$ cat src/verilog/svtx_defines.vh
`ifndef SVTX_DEFINES_VH
`define SVTX_DEFINES_VH
`define SVTX_ADDR_TRANSMIT    7'h66
`define SVTX_ADDR_STATUS      7'h6e
`define SVTX_CODE_RESET       8'hff
`define SVTX_BUSY_BIT         8
`define SVTX_BLOCKED_BIT      9
`define SVTX_ACKERR_BIT       10
`define SVTX_BIT_TIME_NS      1000
`define SVTX_CLK_PERIOD_NS    10
`define SVTX_BIT_CYCLES       (`SVTX_BIT_TIME_NS / `SVTX_CLK_PERIOD_NS)
`define SVTX_FRAME_BITS       4'h9
`define SVTX_ACK_WAIT         8'h64
`endif

$ cat src/verilog/svtx_bit_timer.v
`timescale 1ns/1ps
`include "svtx_defines.vh"
module svtx_bit_timer (
  input  wire ref_clk_in,
  input  wire rst_n_in,
  input  wire run_in,
  output reg  tick_out
);
  reg [7:0] count;
  always @(posedge ref_clk_in or negedge rst_n_in) begin
    if (!rst_n_in) begin
      count    <= 8'h00;
      tick_out <= 1'b0;
    end else if (!run_in) begin
      count    <= 8'h00;
      tick_out <= 1'b0;
    end else if (count == (`SVTX_BIT_CYCLES - 1)) begin
      count    <= 8'h00;
      tick_out <= 1'b1;
    end else begin
      count    <= count + 8'h01;
      tick_out <= 1'b0;
    end
  end
endmodule

$ cat src/verilog/svtx_supply_tx.v
//
// Behaviour
// - After reset the voltage code register holds all ones.
// - Writes to the voltage code are ignored until the pending transmission ends.
// - An unacknowledged transfer is retried once, and a failed retry sets the acknowledge error at bit 10.
// - A write discarded because busy is set raises the blocked-write error at bit 9.
// - Both error flags clear only while the err_clear_in input is high; writes to the status register do not clear them.
// - Busy at bit 8 is high while a code is being sent or waits to be sent.
// - Busy clears only once the pending code is acknowledged or its retry has failed, not when the last bit is sent.
// - The last-code field takes only successfully sent codes and resets to all ones.
// - The status register is read-only and bits 15 to 11 read as zero.
//
`timescale 1ns/1ps
`include "svtx_defines.vh"
module svtx_supply_tx (
  input  wire        ref_clk_in,
  input  wire        rst_n_in,
  input  wire        reg_wr_in,
  input  wire        reg_rd_in,
  input  wire [6:0]  reg_addr_in,
  input  wire [15:0] reg_wdata_in,
  input  wire        err_clear_in,
  input  wire        link_ack_in,
  output reg  [15:0] reg_rdata_out,
  output reg         link_data_out,
  output reg         link_active_out,
  output reg         supply_error_out
);
  // ----------------------------------------
  // Register state
  // ----------------------------------------
  localparam ST_IDLE = 4'b0001;
  localparam ST_SEND = 4'b0010;
  localparam ST_ACK  = 4'b0100;
  localparam ST_DONE = 4'b1000;
  // ----------------------------------------
  // Address decode
  // ----------------------------------------
  function addr_hit;
    input [6:0] addr;
    input [6:0] target;
    begin
      addr_hit = (addr == target);
    end
  endfunction
  reg  [3:0] state;
  reg  [7:0] code;
  reg  [7:0] last_code;
  reg        busy;
  reg        ack_err;
  reg        blk_err;
  reg        retried;
  reg        acked;
  reg  [3:0] bit_idx;
  reg  [8:0] shift;
  reg  [7:0] wait_cnt;
  wire       tick;
  wire       wr_tx = reg_wr_in && addr_hit(reg_addr_in, `SVTX_ADDR_TRANSMIT);
  wire       rd_tx = reg_rd_in && addr_hit(reg_addr_in, `SVTX_ADDR_TRANSMIT);
  wire       rd_st = reg_rd_in && addr_hit(reg_addr_in, `SVTX_ADDR_STATUS);
  reg [15:0] status_word;
  reg [15:0] next_rdata;
  svtx_bit_timer u_timer (
    .ref_clk_in (ref_clk_in),
    .rst_n_in   (rst_n_in),
    .run_in     (state == ST_SEND),
    .tick_out   (tick)
  );
  // ----------------------------------------
  // Register writes and flags
  // ----------------------------------------
  always @(posedge ref_clk_in or negedge rst_n_in) begin
    if (!rst_n_in) begin
      code    <= `SVTX_CODE_RESET;
      blk_err <= 1'b0;
    end else begin
      if (wr_tx && !busy) begin
        code <= reg_wdata_in[7:0];
      end
      if (wr_tx && busy) begin
        blk_err <= 1'b1;
      end else if (err_clear_in) begin
        blk_err <= 1'b0;
      end
    end
  end
  // ----------------------------------------
  // Transmit sequencer
  // ----------------------------------------
  always @(posedge ref_clk_in or negedge rst_n_in) begin
    if (!rst_n_in) begin
      state           <= ST_IDLE;
      busy            <= 1'b0;
      ack_err         <= 1'b0;
      retried         <= 1'b0;
      acked           <= 1'b0;
      bit_idx         <= 4'h0;
      shift           <= 9'h000;
      wait_cnt        <= 8'h00;
      last_code       <= `SVTX_CODE_RESET;
      link_data_out   <= 1'b1;
      link_active_out <= 1'b0;
    end else begin
      if (err_clear_in && !(state == ST_DONE && !acked && retried)) begin
        ack_err <= 1'b0;
      end
      case (state)
        ST_IDLE: begin
          if (wr_tx && !busy) begin
            busy            <= 1'b1;
            retried         <= 1'b0;
            state           <= ST_SEND;
            shift           <= {reg_wdata_in[7:0], 1'b0};
            bit_idx         <= 4'h0;
            link_active_out <= 1'b1;
          end
        end
        ST_SEND: begin
          link_data_out <= shift[0];
          if (tick) begin
            shift <= {1'b1, shift[8:1]};
            if (bit_idx == `SVTX_FRAME_BITS) begin
              state         <= ST_ACK;
              wait_cnt      <= 8'h00;
              acked         <= 1'b0;
              link_data_out <= 1'b1;
            end else begin
              bit_idx <= bit_idx + 4'h1;
            end
          end
        end
        ST_ACK: begin
          wait_cnt <= wait_cnt + 8'h01;
          if (link_ack_in) begin
            acked <= 1'b1;
            state <= ST_DONE;
          end else if (wait_cnt == `SVTX_ACK_WAIT) begin
            state <= ST_DONE;
          end
        end
        ST_DONE: begin
          if (acked) begin
            last_code       <= code;
            busy            <= 1'b0;
            link_active_out <= 1'b0;
            state           <= ST_IDLE;
          end else if (!retried) begin
            retried <= 1'b1;
            shift   <= {code, 1'b0};
            bit_idx <= 4'h0;
            state   <= ST_SEND;
          end else begin
            ack_err         <= 1'b1;
            busy            <= 1'b0;
            link_active_out <= 1'b0;
            state           <= ST_IDLE;
          end
        end
        default: begin
          state <= ST_IDLE;
        end
      endcase
    end
  end
  // ----------------------------------------
  // Status word
  // ----------------------------------------
  always @* begin
    status_word                    = 16'h0000;
    status_word[7:0]               = last_code;
    status_word[`SVTX_BUSY_BIT]    = busy;
    status_word[`SVTX_BLOCKED_BIT] = blk_err;
    status_word[`SVTX_ACKERR_BIT]  = ack_err;
  end
  // ----------------------------------------
  // Read data select
  // ----------------------------------------
  always @* begin
    next_rdata = reg_rdata_out;
    if (rd_tx) begin
      next_rdata = {8'h00, code};
    end else if (rd_st) begin
      next_rdata = status_word;
    end else if (reg_rd_in) begin
      next_rdata = 16'h0000;
    end
  end
  // ----------------------------------------
  // Read port
  // ----------------------------------------
  always @(posedge ref_clk_in or negedge rst_n_in) begin
    if (!rst_n_in) begin
      reg_rdata_out    <= 16'h0000;
      supply_error_out <= 1'b0;
    end else begin
      supply_error_out <= ack_err | blk_err;
      reg_rdata_out    <= next_rdata;
    end
  end
endmodule

$ cat config.mk
export PLATFORM = sky130hd
export DESIGN_NAME = svtx_supply_tx
export DESIGN_NICKNAME = d
export VERILOG_FILES = /design/src/verilog/svtx_bit_timer.v /design/src/verilog/svtx_supply_tx.v
export VERILOG_INCLUDE_DIRS = /design/src /design/src/verilog
export SDC_FILE = /design/constraint.sdc
export NUM_CORES = 1
export LEC_CHECK = 0
export ABC_AREA = 1
export ABC_CLOCK_PERIOD_IN_PS = 1500
export BUFFER_PORTS_ARGS = -buffer_cell sky130_fd_sc_hd__buf_2
export CAP_MARGIN = 25
export CORE_UTILIZATION = 35
export CTS_CLUSTER_DIAMETER = 40
export DETAILED_ROUTE_END_ITERATION = 10
export PLACE_DENSITY = 0.53
export SYNTH_ARGS = -nofsm -noshare
export SYNTH_HDL_FRONTEND = slang
export SYNTH_SLANG_ARGS = --single-unit
$ cat constraint.sdc
create_clock -name ref_clk_in -period 1.5 [get_ports ref_clk_in]
set_input_delay 0.3 -clock ref_clk_in [delete_from_list [all_inputs] [get_ports ref_clk_in]]
set_output_delay 0.3 -clock ref_clk_in [all_outputs]
set_load 0.005 [all_outputs]
---- Word level (Yosys, flattened, before mapping) ----
Index checks and enable logic that the tools add are counted.
storage, ports and cells
  output and inout port bits .............. 19
  register bits after elaboration ......... 73
  logic and storage cells ................. 110
  input bits .............................. 29
operators by class
  bitwise operators ....................... 1
  equal/unequal tests ..................... 18
  multiplexer cells ....................... 48
  $add $sub $neg .......................... 3
  reduce and logical (&&, ||, !) cells .... 24
operators by type and width
  operator               count
  $mux W16               3
  $mux W4                10
  $mux W9                4
  $mux W8                4
  $pmux W9 S3            1
  $mux W1                18
  $add A8 B1 Y8 const B  2
  $eq A8 B7 Y1 const B   2
  $pmux W4 S4            1
  $pmux W8 S2            1
  $eq A7 B7 Y1 const B   2
  $ne A2 B2 Y1 const B   7
  $pmux W4 S3            1
  $reduce_and A3 Y1      3
  $eq A4 B4 Y1 const B   2
  $logic_and A1 B1 Y1    8
  $reduce_and A4 Y1      2
  $ne A3 B3 Y1 const B   2
  $pmux W1 S2            3
  $reduce_and A6 Y1      1
  $reduce_bool A2 Y1     3
  $reduce_bool A3 Y1     2
  $reduce_and A5 Y1      1
  $add A4 B1 Y4 const B  1
  other kinds (7)        10

---- Longest topological paths before layout ----
Gate-level depths: netlist (run 1).
  depth after elaboration ................. 9
  depth in mapped cells ................... 10

---- Hierarchy ----
Synthesis (run 1) repeated with hierarchy kept, for this count alone.
unflattened totals
  cell total of the unflattened synthesis .. 405
  area, all modules ....................... 3,453.3 µm²
by module, submodules not included
  module          area each (µm²)  cells each  sequential area each (µm²)  times used
  svtx_supply_tx  2,992.9          347         1,498.9                     1
  svtx_bit_timer  460.4            58          225.2                       1

---- Least setup slack after synthesis (run 1) ----
Ideal clock, no wire load.
  kind .................................... reg2reg
  start ................................... register state[0]
  end ..................................... register shift[0]
  buffers on the path ..................... 0
  library setup time ...................... 0.117 ns
  required time ........................... 1.383 ns
  arrival time ............................ 1.264 ns
  path slack .............................. 0.119 ns
  cell stages (with the launch flop) ...... 10
  cells stage by stage .................... dfstp_2 nor2_2 nand2_2 inv_2 nand2_1 nand2_2 nor2_8 nand2_4 nand2_1 nand2_1
on the way
  longest elaborated chain between the ends .. 3
RTL lines
  item                                                          RTL line              text
  start, declared                                               svtx_supply_tx.v:46   reg [3:0] state;
  start signal, assigned                                        svtx_supply_tx.v:92   state <= ST_IDLE;
  start signal, assigned                                        svtx_supply_tx.v:112  state <= ST_SEND;
  start signal, assigned                                        svtx_supply_tx.v:123  state <= ST_ACK;
  $eq A4 B4 Y1 (tied with other cells)                          svtx_supply_tx.v:107  case (state)
  $ne A2 B2 Y1 (no line) or $reduce_bool A3 Y1 (tied branches)  --
  $reduce_and A5 Y1 (no line)                                   --
  end signal, assigned                                          svtx_supply_tx.v:113  shift <= {reg_wdata_in[7:0], 1'b0};
  end signal, assigned                                          svtx_supply_tx.v:121  shift <= {1'b1, shift[8:1]};
  end signal, assigned                                          svtx_supply_tx.v:149  shift <= {code, 1'b0};
  end, declared                                                 svtx_supply_tx.v:55   reg [8:0] shift;
Parallel ways exist; a longest one is shown, timed or not.
A chain may end at the register's enable or synchronous reset.

---- Worst setup path in the final report (run 1) ----
  start ................................... register state[0]
  end ..................................... register shift[7]
Same word-level chain as after synthesis.

==> results of run 1 <==
cells in the final DEF, fill, tap and decap left out, types with 11 or more instances in the layout:
cell	Yosys	layout
dfrtp_1	50	48
a21oi_1	12	11
buf_4	6	20
dfstp_2	18	18
nor2_1	32	30
nand3_1	37	37
inv_1	33	32
nand2_1	98	90
nand4_1	17	17
buf_2	5	34
o21ai_0	18	18
layer usage:
layer,global-route usage,up-vias,part of all wire
li1,-,1411,-
met1,0.1882,1270,0.48
met2,0.2455,59,0.47
met3,0.03398,6,0.036
met4,0.06800,0,0.014
met5,0,-,0
cell type report:
class / count / area [um2]
sequential: 68 / 1727
tap: 129 / 161.4
clock inverter: 7 / 76.32
fill: 932 / 5111
clock buffer: 9 / 123.9
inverter: 39 / 151.4
multi-input combinational: 278 / 1555
timing repair buffer: 60 / 421.7
worst reg2reg max path: stages, from the launching register on:
cell and delay [ps]:
dfstp_2 590, nor2_2 70, nand2_4 120, inv_6 60
nand2_4 70, nand2_4 60, nor2_8 180, nand2_2 120
nand2_1 70, nand2_1 50
sequential cells by signal (all words and copies together), names as in the netlist:
signal            flops
ack_err               1
last_code             8
u_timer.tick_out      1
blk_err               1
reg_rdata_out        11
wait_cnt              8
link_data_out         1
supply_error_out      1
acked                 1
state                 4
retried               1
shift                 9
code                  8
u_timer.count         8
bit_idx               4
busy                  1
final timing paths:
path | start | to | slack [ps] | cells past startpoint
setup / recovery | state[0]$_DFFE_PN1P_ | shift[7]$_DFFE_PN0P_ | 0.8 | 9
hold / removal | err_clear_in | blk_err$_DFFE_PN0P_ | 150 | 2
setup reg to reg | state[0]$_DFFE_PN1P_ | shift[7]$_DFFE_PN0P_ | 0.8 | 9
hold reg to reg | blk_err$_DFFE_PN0P_ | supply_error_out$_DFF_PN0_ | 460 | 2
max in group asynchronous | rst_n_in | code[3]$_DFFE_PN1P_ | 680 | 3
min in group asynchronous | rst_n_in | state[3]$_DFFE_PN0P_ | 480 | 3
Yosys cell counts, types with 6 or more instances:
| library cell | number | share of area |
|---|---|---|
| a21oi_1 | 12 | 0.018 |
| buf_4 | 6 | 0.013 |
| dfrtp_1 | 50 | 0.37 |
| dfstp_2 | 18 | 0.14 |
| inv_1 | 33 | 0.036 |
| nand2_1 | 98 | 0.11 |
| nand3_1 | 37 | 0.054 |
| nand4_1 | 17 | 0.031 |
| nor2_1 | 32 | 0.035 |
| nor2_2 | 7 | 0.013 |
| o211ai_1 | 8 | 0.018 |
| o21ai_0 | 18 | 0.026 |
through the flow:
step	instance area, um2	power (mW)	instances	utilization
floorplan	3428	1.920	400	-
global placement	3829	1.997	566	0.4105
detailed placement	3829	1.998	566	0.4105
CTS	4086	3.560	586	0.4381
global route	4217	3.632	590	0.4520
finish	4217	3.491	590	0.4520
cell families after synthesis:
family,after synthesis,synth area share
AND/OR/NAND/NOR,210,0.2966
flip-flops,68,0.5051
buffers and inverters,55,0.07624
AO/OA/AOI/OAI,49,0.08211
XOR/XNOR,8,0.02053
adder cells (fa/ha/maj),5,0.01833
other,1,0.001099
timing repair:
| action | in CTS | in global routing |
|---|---|---|
| endpoints found under the setup margin | 13 | 24 |
| gates resized for setup | 4 | 26 |
| hold endpoints to repair | 50 | 0 |
| pin swaps | 4 | 9 |
| hold buffers | 1 | 0 |
| cloned | 0 | 1 |
| buffers inserted | 3 | 3 |
power by group through the flow:
stage / Clock, mW / Sequential [mW] / Combinational (mW)
3_3_place_gp: 0 / 1.87 / 0.125
4_1_cts: 1.59 / 1.84 / 0.129
2_1_floorplan: 0 / 1.87 / 0.0476
5_1_grt: 1.65 / 1.84 / 0.142
6_report: 1.53 / 1.84 / 0.125
3_5_place_dp: 0 / 1.87 / 0.126
==> reports/results.txt, run 1 <==
The async set-reset flop share out of synthesis was 1.000; the wire length after detailed routing was 7.142 mm. The worst setup path is captured at a register. The initialized floorplan defines 35 standard-cell rows. The sequential cell area fraction in the yosys report is 0.5051, and the post-synthesis instance total is 396.

The number of antenna diodes in the final layout is 0. The peak supply drop was 354.0 uV; the number of vias per cell was 4.654. TritonCTS built the clock tree. The switching part of the total power came out at 0.2395. The count of different cell masters after synthesis is 36. The run gives 2619 as the number of global-route vias before repair.

The number of levels the H-tree was split into came out at 3. The final worst clock skew is 6.467 ps. The clock net sink count is 68. Before antenna repair, the detailed router went through 4 iterations.

The tools report the startpoint type of the worst setup path as a register. Traced cell by cell, the critical path runs through nor2_2, nand2_4, inv_6, nand2_4, nand2_4, nor2_8, nand2_2, nand2_1, nand2_1. In this run the remaining antenna-violating nets after routing total 0. Primary flip-flop cell chosen by synthesis mapping: dfrtp_1. The run finished with clean final reports.

The worst hold slack across all endpoints is 153.9 ps. Setup repair after global routing could not meet its margin everywhere. Placed wire-length estimate after detailed placement: 4.883 mm. At the worst endpoint, the arrival time is 1740 ps. In this run the worst path has a maximum fanout of 6. For this block, the via count after detailed routing is 2746. The share of the cycle needed by the critical path after routing came out at 0.9994. The floorplan step set the die width to 100.8 um. The tools report the remaining design rule violation count as 0. The tools report the maximum buffer depth of the clock tree as 2.

The die covers 10150 um2. The mapped netlist covers 3413 um2. The first-pass GRT wire length is 11.87 mm.

Clock-pin slew was measured on the worst setup and hold paths at 80 ps. In this run the power spent charging and discharging nets is 0.8361 mW. The delay contributed by the slowest stage of the critical path is 590 ps, and the last weighted congestion value of the routability-driven placer is 0.8034.

The proportion of layout cells with a drive suffix above 1 was 0.3015; the starting density of the core was 0.3659. The number of flip-flops and latches in the synthesized netlist came out at 68. Cell chosen for the clock root: clkbuf_8. For the iteration-0 DRC count of the detailed router, the log shows 86. The logic gate share of total power is 0.036. The core region is 9328 um2. Once routing completed, OpenROAD measured the worst setup slack at 0.8267 ps.

The average detailed-routed wire length per instance came out at 12.11 um. Number of warnings printed during yosys synthesis: 0. Setup violations remaining at the end of the flow were counted as 0. The run gives 2.655 mW as the cell-internal power. The tools report the number of antenna violations at the first check in global routing as 0. The tightest min-delay check is of the input pin to register type.

In this run the static leakage power is 2.052 nW. The tool flagged a number of max-cap violations equal to 0. The slowest stage of the critical path belongs to the cell dfstp_2. Data on the critical path is required at its endpoint by 1740 ps.

The number of enable-type register cells in the synthesized netlist is 0, and the largest net degree at the start of global routing is 69. Buffers inserted during clock tree synthesis total 9. In this run the power density over the cells is 828.0 nW/um2. Die outline height: 100.8 um. The aggregate global-route resource usage was 0.1496; the mean instance size in the synthesized netlist was 8.619 um2. The number of slew-limit violations in the final report came out at 0. The final critical-path required period was 1499 ps; the count of input and output buffers was 34. Summed over all layers, the global routing overflow is 0. The final count of hold timing violations was 0. At the later pin of the worst-skew pair, clock insertion delay measures 350 ps. Critical path class: register to register. For this run, the post-layout net count is 490. The clock share of power is 0.438, and the sequential share of power is 0.526.

For this run, the top clock speed supported by timing is 667.0 MHz. Adding up every negative setup slack in the final design gives 0 ps. The area growth from synthesis to layout is 23.53%.

Counting stages on the worst path, the most repeated cell is nand2_4. In this design, the largest share of critical-path delay is due to simple AND/OR/NAND/NOR gates. 48 I/O pins were placed.

The run gives -53.01 ps as the pre-CTS setup slack. The buffering stage count on the worst path with inverters included came out at 1.
No activity file was read; power rests on OpenSTA's default activity.
==> run 2: changes to the inputs <==
--- a/config.mk
+++ b/config.mk
@@ -13,7 +13,8 @@
 export CORE_UTILIZATION = 35
 export CTS_CLUSTER_DIAMETER = 40
 export DETAILED_ROUTE_END_ITERATION = 10
-export PLACE_DENSITY = 0.53
+export PLACE_DENSITY = 0.52
+export REMOVE_ABC_BUFFERS = 1
 export SYNTH_ARGS = -nofsm -noshare
 export SYNTH_HDL_FRONTEND = slang
 export SYNTH_SLANG_ARGS = --single-unit
==> run 2 against run 1 <==
  * Die area unchanged
  * Clock-buffer cell count up 1
  * Setup slack better by 13 ps
  * Highest routed layer unchanged
==> reports/results.txt, run 2 (synthesized netlist as in run 1, its figures left out) <==
The number of slew-limit violations in the final report was 0; the total congestion overflow was 0. The repair_antennas step left the layout with diodes totalling 0. TritonCTS built the clock tree.

The first TritonRoute pass finished after 4 iterations. The largest registers in the layout are reg_rdata_out (11), shift (9). The run gives 0.1537 as the aggregate global-route resource usage. For the worst setup path, the data arrival time is 1770 ps. The initialized floorplan defines 35 standard-cell rows. In this run the tool buffered the top-level ports with 34 buffer cells. Once routing completed, OpenROAD measured the worst setup slack at 13.63 ps. The first-pass GRT wire length came out at 12.12 mm.

The remaining design rule violation count was 0; the final critical-path required period was 1486 ps. The number of global-route vias before repair is 2565, and the flip-flop count of the largest register after layout is 11. The critical path class was register to register. Static leakage: 2.101 nW.

The total area inside the core boundary comes to 9328 um2. The starting density of the core is 0.3659, and the number of levels the H-tree was split into is 3. Measured in cells, the most critical reg-to-reg path has a length of 9. Timing analysis after detailed placement gives a worst setup slack of -54.01 ps.

Setup violations remaining at the end of the flow were counted as 0. For the number of antenna violations at the first check in global routing, the log shows 0. The run finished with clean final reports.

Number of vias per cell: 4.495. The final total power came out at 3.612 mW. Class of the tightest hold or removal check: input pin to register. Once placement finished, the instance area stood at 3859 um2. The run gives 0.4566 as the utilization of the core after routing.

The count of maximum capacitance violations is 0, and the count of nets left with antenna violations after detail routing is 0. The largest net degree at the start of global routing was 33. In this run the count of I/O pins placed on the die edge is 48.

Along the worst path, the maximum fanout reaches 7. The final count of hold timing violations is 0, and the floorplan die area is 10150 um2. Counting instances, the worst hold path has a depth of 2. Clock skew on the completed layout was measured at 9.464 ps. Dividing the detail-routed wire length by the instance count gives 11.93 um. The startpoint of the lowest-slack register-to-register path was state[0]$_DFFE_PN1P_. Setup repair after global routing could not meet its margin everywhere. The die outline height works out to 100.8 um.

Counting every sink on the clock net gives 68. The logs give 350 ps for the insertion delay of the later-clocked pin in the worst-skew pair and 0.2376 for the met2 demand-to-capacity share in global routing. Largest register by flop count: reg_rdata_out.

Clock-pin slew was measured on the worst setup and hold paths at 80 ps. The proportion of layout cells with a drive suffix above 1 is 0.3036. The run gives 318.5 uV as the peak supply drop. In the layout the commonest cells are nand2_1, dfrtp_1, nand3_1.

For hold timing, the worst endpoint is blk_err$_DFFE_PN0P_. Wire length after detailed routing: 7.158 mm. The run gives 9 as the total CTS buffers. Based on the critical path, the design can be clocked at up to 672.8 MHz. Net count reported at finish: 500. The required arrival time at the worst endpoint came out at 1790 ps.

The count of vias placed by the detailed router came out at 2697. Leaving out fill and tap cells, the most frequent cell in the layout is nand2_1. Summing all non-filler instances in the final layout gives an area of 4259 um2. The longest clock path from root to sink contains 2 buffers. Cell chosen for the clock root: clkbuf_8.

The iteration-0 DRC count of the detailed router came out at 71. The start point of the worst hold path was err_clear_in. In this run the register-to-register setup slack is 10 ps.

Endpoint of the most critical register-to-register path: shift[5]$_DFFE_PN0P_. The last weighted congestion value of the routability-driven placer came out at 0.7924. STA classifies the critical path endpoint as a register.

Summed over all nets, the half-perimeter wirelength after detailed placement is 5.133 mm. The share of the cycle needed by the critical path after routing was 0.9909. The worst hold slack across all endpoints was 154.9 ps.

The worst setup path is launched from a register. Power per standard cell area: 848.0 nW/um2. Fraction of met3 tracks used by global routing: 0.03814. The global routing met1 resource utilization was 0.2117; the relative area change from synthesis to final layout was 24.78%. The x dimension of the die works out to 100.8 um.

Most congested layer reported by global routing: met2.
run 2: cell count changes in the layout (fill, tap and decap cells not counted), sizes merged:
cell      before  now
inv           40   41
clkbuf         9   10
clkinvlp       2    1
buf           59   69
clkinv         3    2
run 2: final cells by class:
cell class	instances	area, um2
inverters	39	151.4
flip-flops and latches	68	1724
repair buffers	70	493.0
clock inverters	6	68.82
multi-input cells	278	1511
clock buffers	10	148.9
fillers	947	5069
well taps	129	161.4
run 2: per-stage QoR:
step	std cells	setup TNS [ps]
6_report	600	0
5_1_grt	600	-746.6
4_1_cts	591	0
3_3_place_gp	570	-168.9
3_5_place_dp	570	-436.1
2_1_floorplan	384	-4156
run 2: worst max path at each step:
stage | startpoint | to | slack, ps | depth (start not counted)
floorplan | reg_addr_in[6] | bit_idx[0]$_DFFE_PN0P_ | -290 | 7
global placement | state[0]$_DFFE_PN1P_ | shift[5]$_DFFE_PN0P_ | -20 | 9
detailed placement | state[0]$_DFFE_PN1P_ | shift[0]$_DFFE_PN0P_ | -50 | 9
CTS | state[0]$_DFFE_PN1P_ | shift[8]$_DFFE_PN0P_ | 2 | 9
global route | state[0]$_DFFE_PN1P_ | shift[8]$_DFFE_PN0P_ | -70 | 9
finish | state[0]$_DFFE_PN1P_ | shift[5]$_DFFE_PN0P_ | 10 | 9
run 2: metal layers:
layer  up-vias  share of wire
met5         -              0
met4         0         0.0098
met3         8          0.031
met2        35           0.47
met1      1226           0.49
li1       1428              -
run 2: critical path, cell delays in order, from the launching register on:
cell and delay [ps]:
dfstp_2 590, nor2_2 70, nand2_4 120, inv_4 70, nand2_4 70, nand2_4 60
nor2_8 170, buf_12 130, nand3_1 70, nand2_1 80
run 2: power breakdown:
group / internal [mW] / switching [mW] / total, mW
Clock: 0.880 / 0.762 / 1.64
Combinational: 0.0489 / 0.0836 / 0.132
Sequential: 1.84 / 0.000854 / 1.84
run 2: timing repair:
item | CTS | global route
hold buffers | 1 | 0
gates resized for setup | 1 | 17
gates cloned | 0 | 1
pin swaps | 2 | 11
buffers inserted | 4 | 9
endpoints found under the setup margin | 9 | 30
endpoints found under the hold margin | 9 | 0
==> run 3: changes to the inputs <==
--- a/config.mk
+++ b/config.mk
@@ -14,7 +14,6 @@
 export CTS_CLUSTER_DIAMETER = 40
 export DETAILED_ROUTE_END_ITERATION = 10
 export PLACE_DENSITY = 0.52
-export REMOVE_ABC_BUFFERS = 1
 export SYNTH_ARGS = -nofsm -noshare
 export SYNTH_HDL_FRONTEND = slang
 export SYNTH_SLANG_ARGS = --single-unit
==> run 3 against run 2 <==
  * The run now ends with negative setup slack left
  * Routed wire length shrank 3.6%
  * Register-to-register slack lost 30 ps
  * Clock-buffer cell count is the same
  * Flip-flop and latch count is the same
  * Critical path depth is the same
  * Via count grew 2.4%
  * Utilization shrank 1.1 points
  * Fmax shrank 1.8%
  * Critical path type unchanged
  * Critical endpoint is now shift[7]$_DFFE_PN0P_
  * Largest power group unchanged
==> reports/results.txt, run 3 (synthesized netlist as in run 1, its figures left out) <==
The worst hold slack across all endpoints was 138.1 ps; the critical path arrival was 1750 ps. Measured along the y axis, the die boundary spans 100.8 um. The root buffer cell chosen for the clock tree is clkbuf_8. The area growth from synthesis to layout is 21.77%.

The design draws 3.596 mW. In the final layout, the registers with the most flip-flops are reg_rdata_out (11), shift (9). From left edge to right edge, the die measures 100.8 um. The final worst clock skew came out at 10.53 ps. In the routed layout, each cell is associated on average with a via count of 4.673.

The run gives 0 as the final count of hold timing violations. Delay contributed by the slowest stage of the critical path: 570 ps. For the net count reported at finish, the log shows 491. The later pin in the worst-skew pair is clocked with a latency of 350 ps.

The fraction of met3 tracks used by global routing came out at 0.04716. Derived from the worst setup path, the maximum achievable clock frequency is 660.6 MHz. Number of global-route vias before repair: 2626. Critical path's slowest cell: dfstp_2. Critical path class: register to register. Counting cells, the worst reg-to-reg path comes to 9. The logs give 6.902 mm for the wire length after detailed routing and 2762 for the count of vias placed by the detailed router. Before CTS, the worst setup slack after placement is -37.35 ps. In this run the number of cells on the critical path is 9. The utilization of the core after routing came out at 0.4456. The proportion of layout cells with a drive suffix above 1 was 0.2835; the count of pins on the block boundary was 48.

The run gives 359.3 uV as the peak supply drop. Number of levels the H-tree was split into: 3. Of all nets on the critical path, the largest fanout is 4. The global routing met1 resource utilization was 0.1883. The startpoint type of the worst setup path was a register.

The number of cells on the worst hold path was 2. For the total area of sequential cells, the log shows 1724 um2. The static leakage was 2.046 nW. The largest register by flop count is reg_rdata_out.

The dominant delay contributor by cell family on the critical path is simple AND/OR/NAND/NOR gates. Entering global routing, the biggest net connects 69 pins. The tools report the number of antenna violations at the first check in global routing as 0. Routability-driven placement finished with a final weighted congestion of 0.8230. For this run the aggregate overflow at the end of global routing stands at 0. The clock passes through at most 2 buffers. The startpoint of the lowest-slack register-to-register path was state[0]$_DFFE_PN1P_. Setup repair after global routing could not meet its margin everywhere. The repair_antennas step left the layout with diodes totalling 0. The average detailed-routed wire length per instance works out to 11.68 um. In the layout the commonest cells are nand2_1, dfrtp_1, nand3_1.

The first-pass GRT wire length is 11.96 mm. The final reports fail on negative setup slack. The setup total negative slack came out at -36.31 ps. The final critical-path required period is 1514 ps. The total CTS buffers came out at 9. The starting density of the core came out at 0.3659. The critical path goes through nor2_2, nand2_2, buf_6, nand3_2, nand2_4, nor2_8, buf_12, nand3_1, nand2_1. The power per standard cell area was 865.1 nW/um2. The floorplan step defined a die boundary enclosing 10150 um2. The global routing stage identified its most utilized layer as met2.

The tools report the footprint of the multi-input gates as 1488 um2. Counting both buffers and inverters, the worst setup path holds a total of 2. The worst hold path belongs to the class input pin to register. The run finished, with violations left.

The most critical setup path has its startpoint at state[0]$_DFFE_PN1P_. The total area inside the core boundary comes to 9328 um2. Summed over all nets, the half-perimeter wirelength after detailed placement is 4.940 mm. The aggregate global-route resource usage is 0.1510. STA classifies the critical path endpoint as a register.

Row generation in the floorplan step produced 35 rows. The met2 demand-to-capacity share in global routing is 0.2455. Before antenna repair, the detailed router went through 4 iterations. The setup slack after layout is -13.82 ps.

The worst hold path begins at err_clear_in. The run gives 941 as the count of filler cells inserted in the layout. Commonest non-fill, non-tap cell in the layout: nand2_1. The final number of setup-violating endpoints was 3.

After clock tree synthesis, the clock-pin slew on the worst setup and hold paths is 80 ps. TritonCTS built the clock tree. The flip-flop count of the largest register after layout is 11, and the count of input and output buffers is 34.

The iteration-0 DRC count of the detailed router was 80. In this run the remaining antenna-violating nets after routing total 0. STA puts the critical path data required time at 1740 ps. The remaining design rule violation count is 0, and the share of the cycle needed by the critical path after routing is 1.009. The clock net in this run drives a total of 68 sinks. The count of maximum capacitance violations came out at 0. Number of slew-limit violations in the final report: 0.
run 3: timing repair:
| action | 4_1_cts | 5_1_grt |
|---|---|---|
| setup endpoints to repair | 13 | 25 |
| cloned | 1 | 0 |
| pin swaps | 3 | 8 |
| hold buffers | 1 | 0 |
| setup buffers | 2 | 5 |
| resized for setup | 3 | 8 |
| hold endpoints to repair | 50 | 0 |
run 3: final cells by class:
cell class	count	share of cell area
flip-flops and latches	68	0.4148
inverters	39	0.03582
clock buffers	10	0.03582
repair buffers	61	0.1002
well taps	129	0.03883
multi-input cells	278	0.3579
clock inverters	6	0.01656
run 3: worst paths after layout:
kind,to,slack [ps]
setup / recovery,shift[7]$_DFFE_PN0P_,-10
hold / removal,blk_err$_DFFE_PN0P_,140
setup reg to reg,shift[7]$_DFFE_PN0P_,-10
hold reg to reg,supply_error_out$_DFF_PN0_,460
max in group asynchronous,last_code[2]$_DFFE_PN1P_,660
min in group asynchronous,supply_error_out$_DFF_PN0_,500
run 3: per-stage QoR:
stage | instances | cell area, um2
after global placement | 566 | 3816
after detailed placement | 566 | 3816
after floorplan | 400 | 3428
after CTS | 586 | 4080
after global routing | 591 | 4156
final | 591 | 4156
run 3: metal layers:
layer | share of wire | routed length, um
met1 | 0.47 | 3267
met2 | 0.47 | 3238
met3 | 0.045 | 312
met4 | 0.012 | 83
met5 | 0 | 0
run 3: power breakdown:
| part | internal, mW | switching [mW] | total, mW |
|---|---|---|---|
| clock | 0.880 | 0.755 | 1.64 |
| sequential | 1.84 | 0.000868 | 1.84 |
| combinational | 0.0439 | 0.0792 | 0.123 |
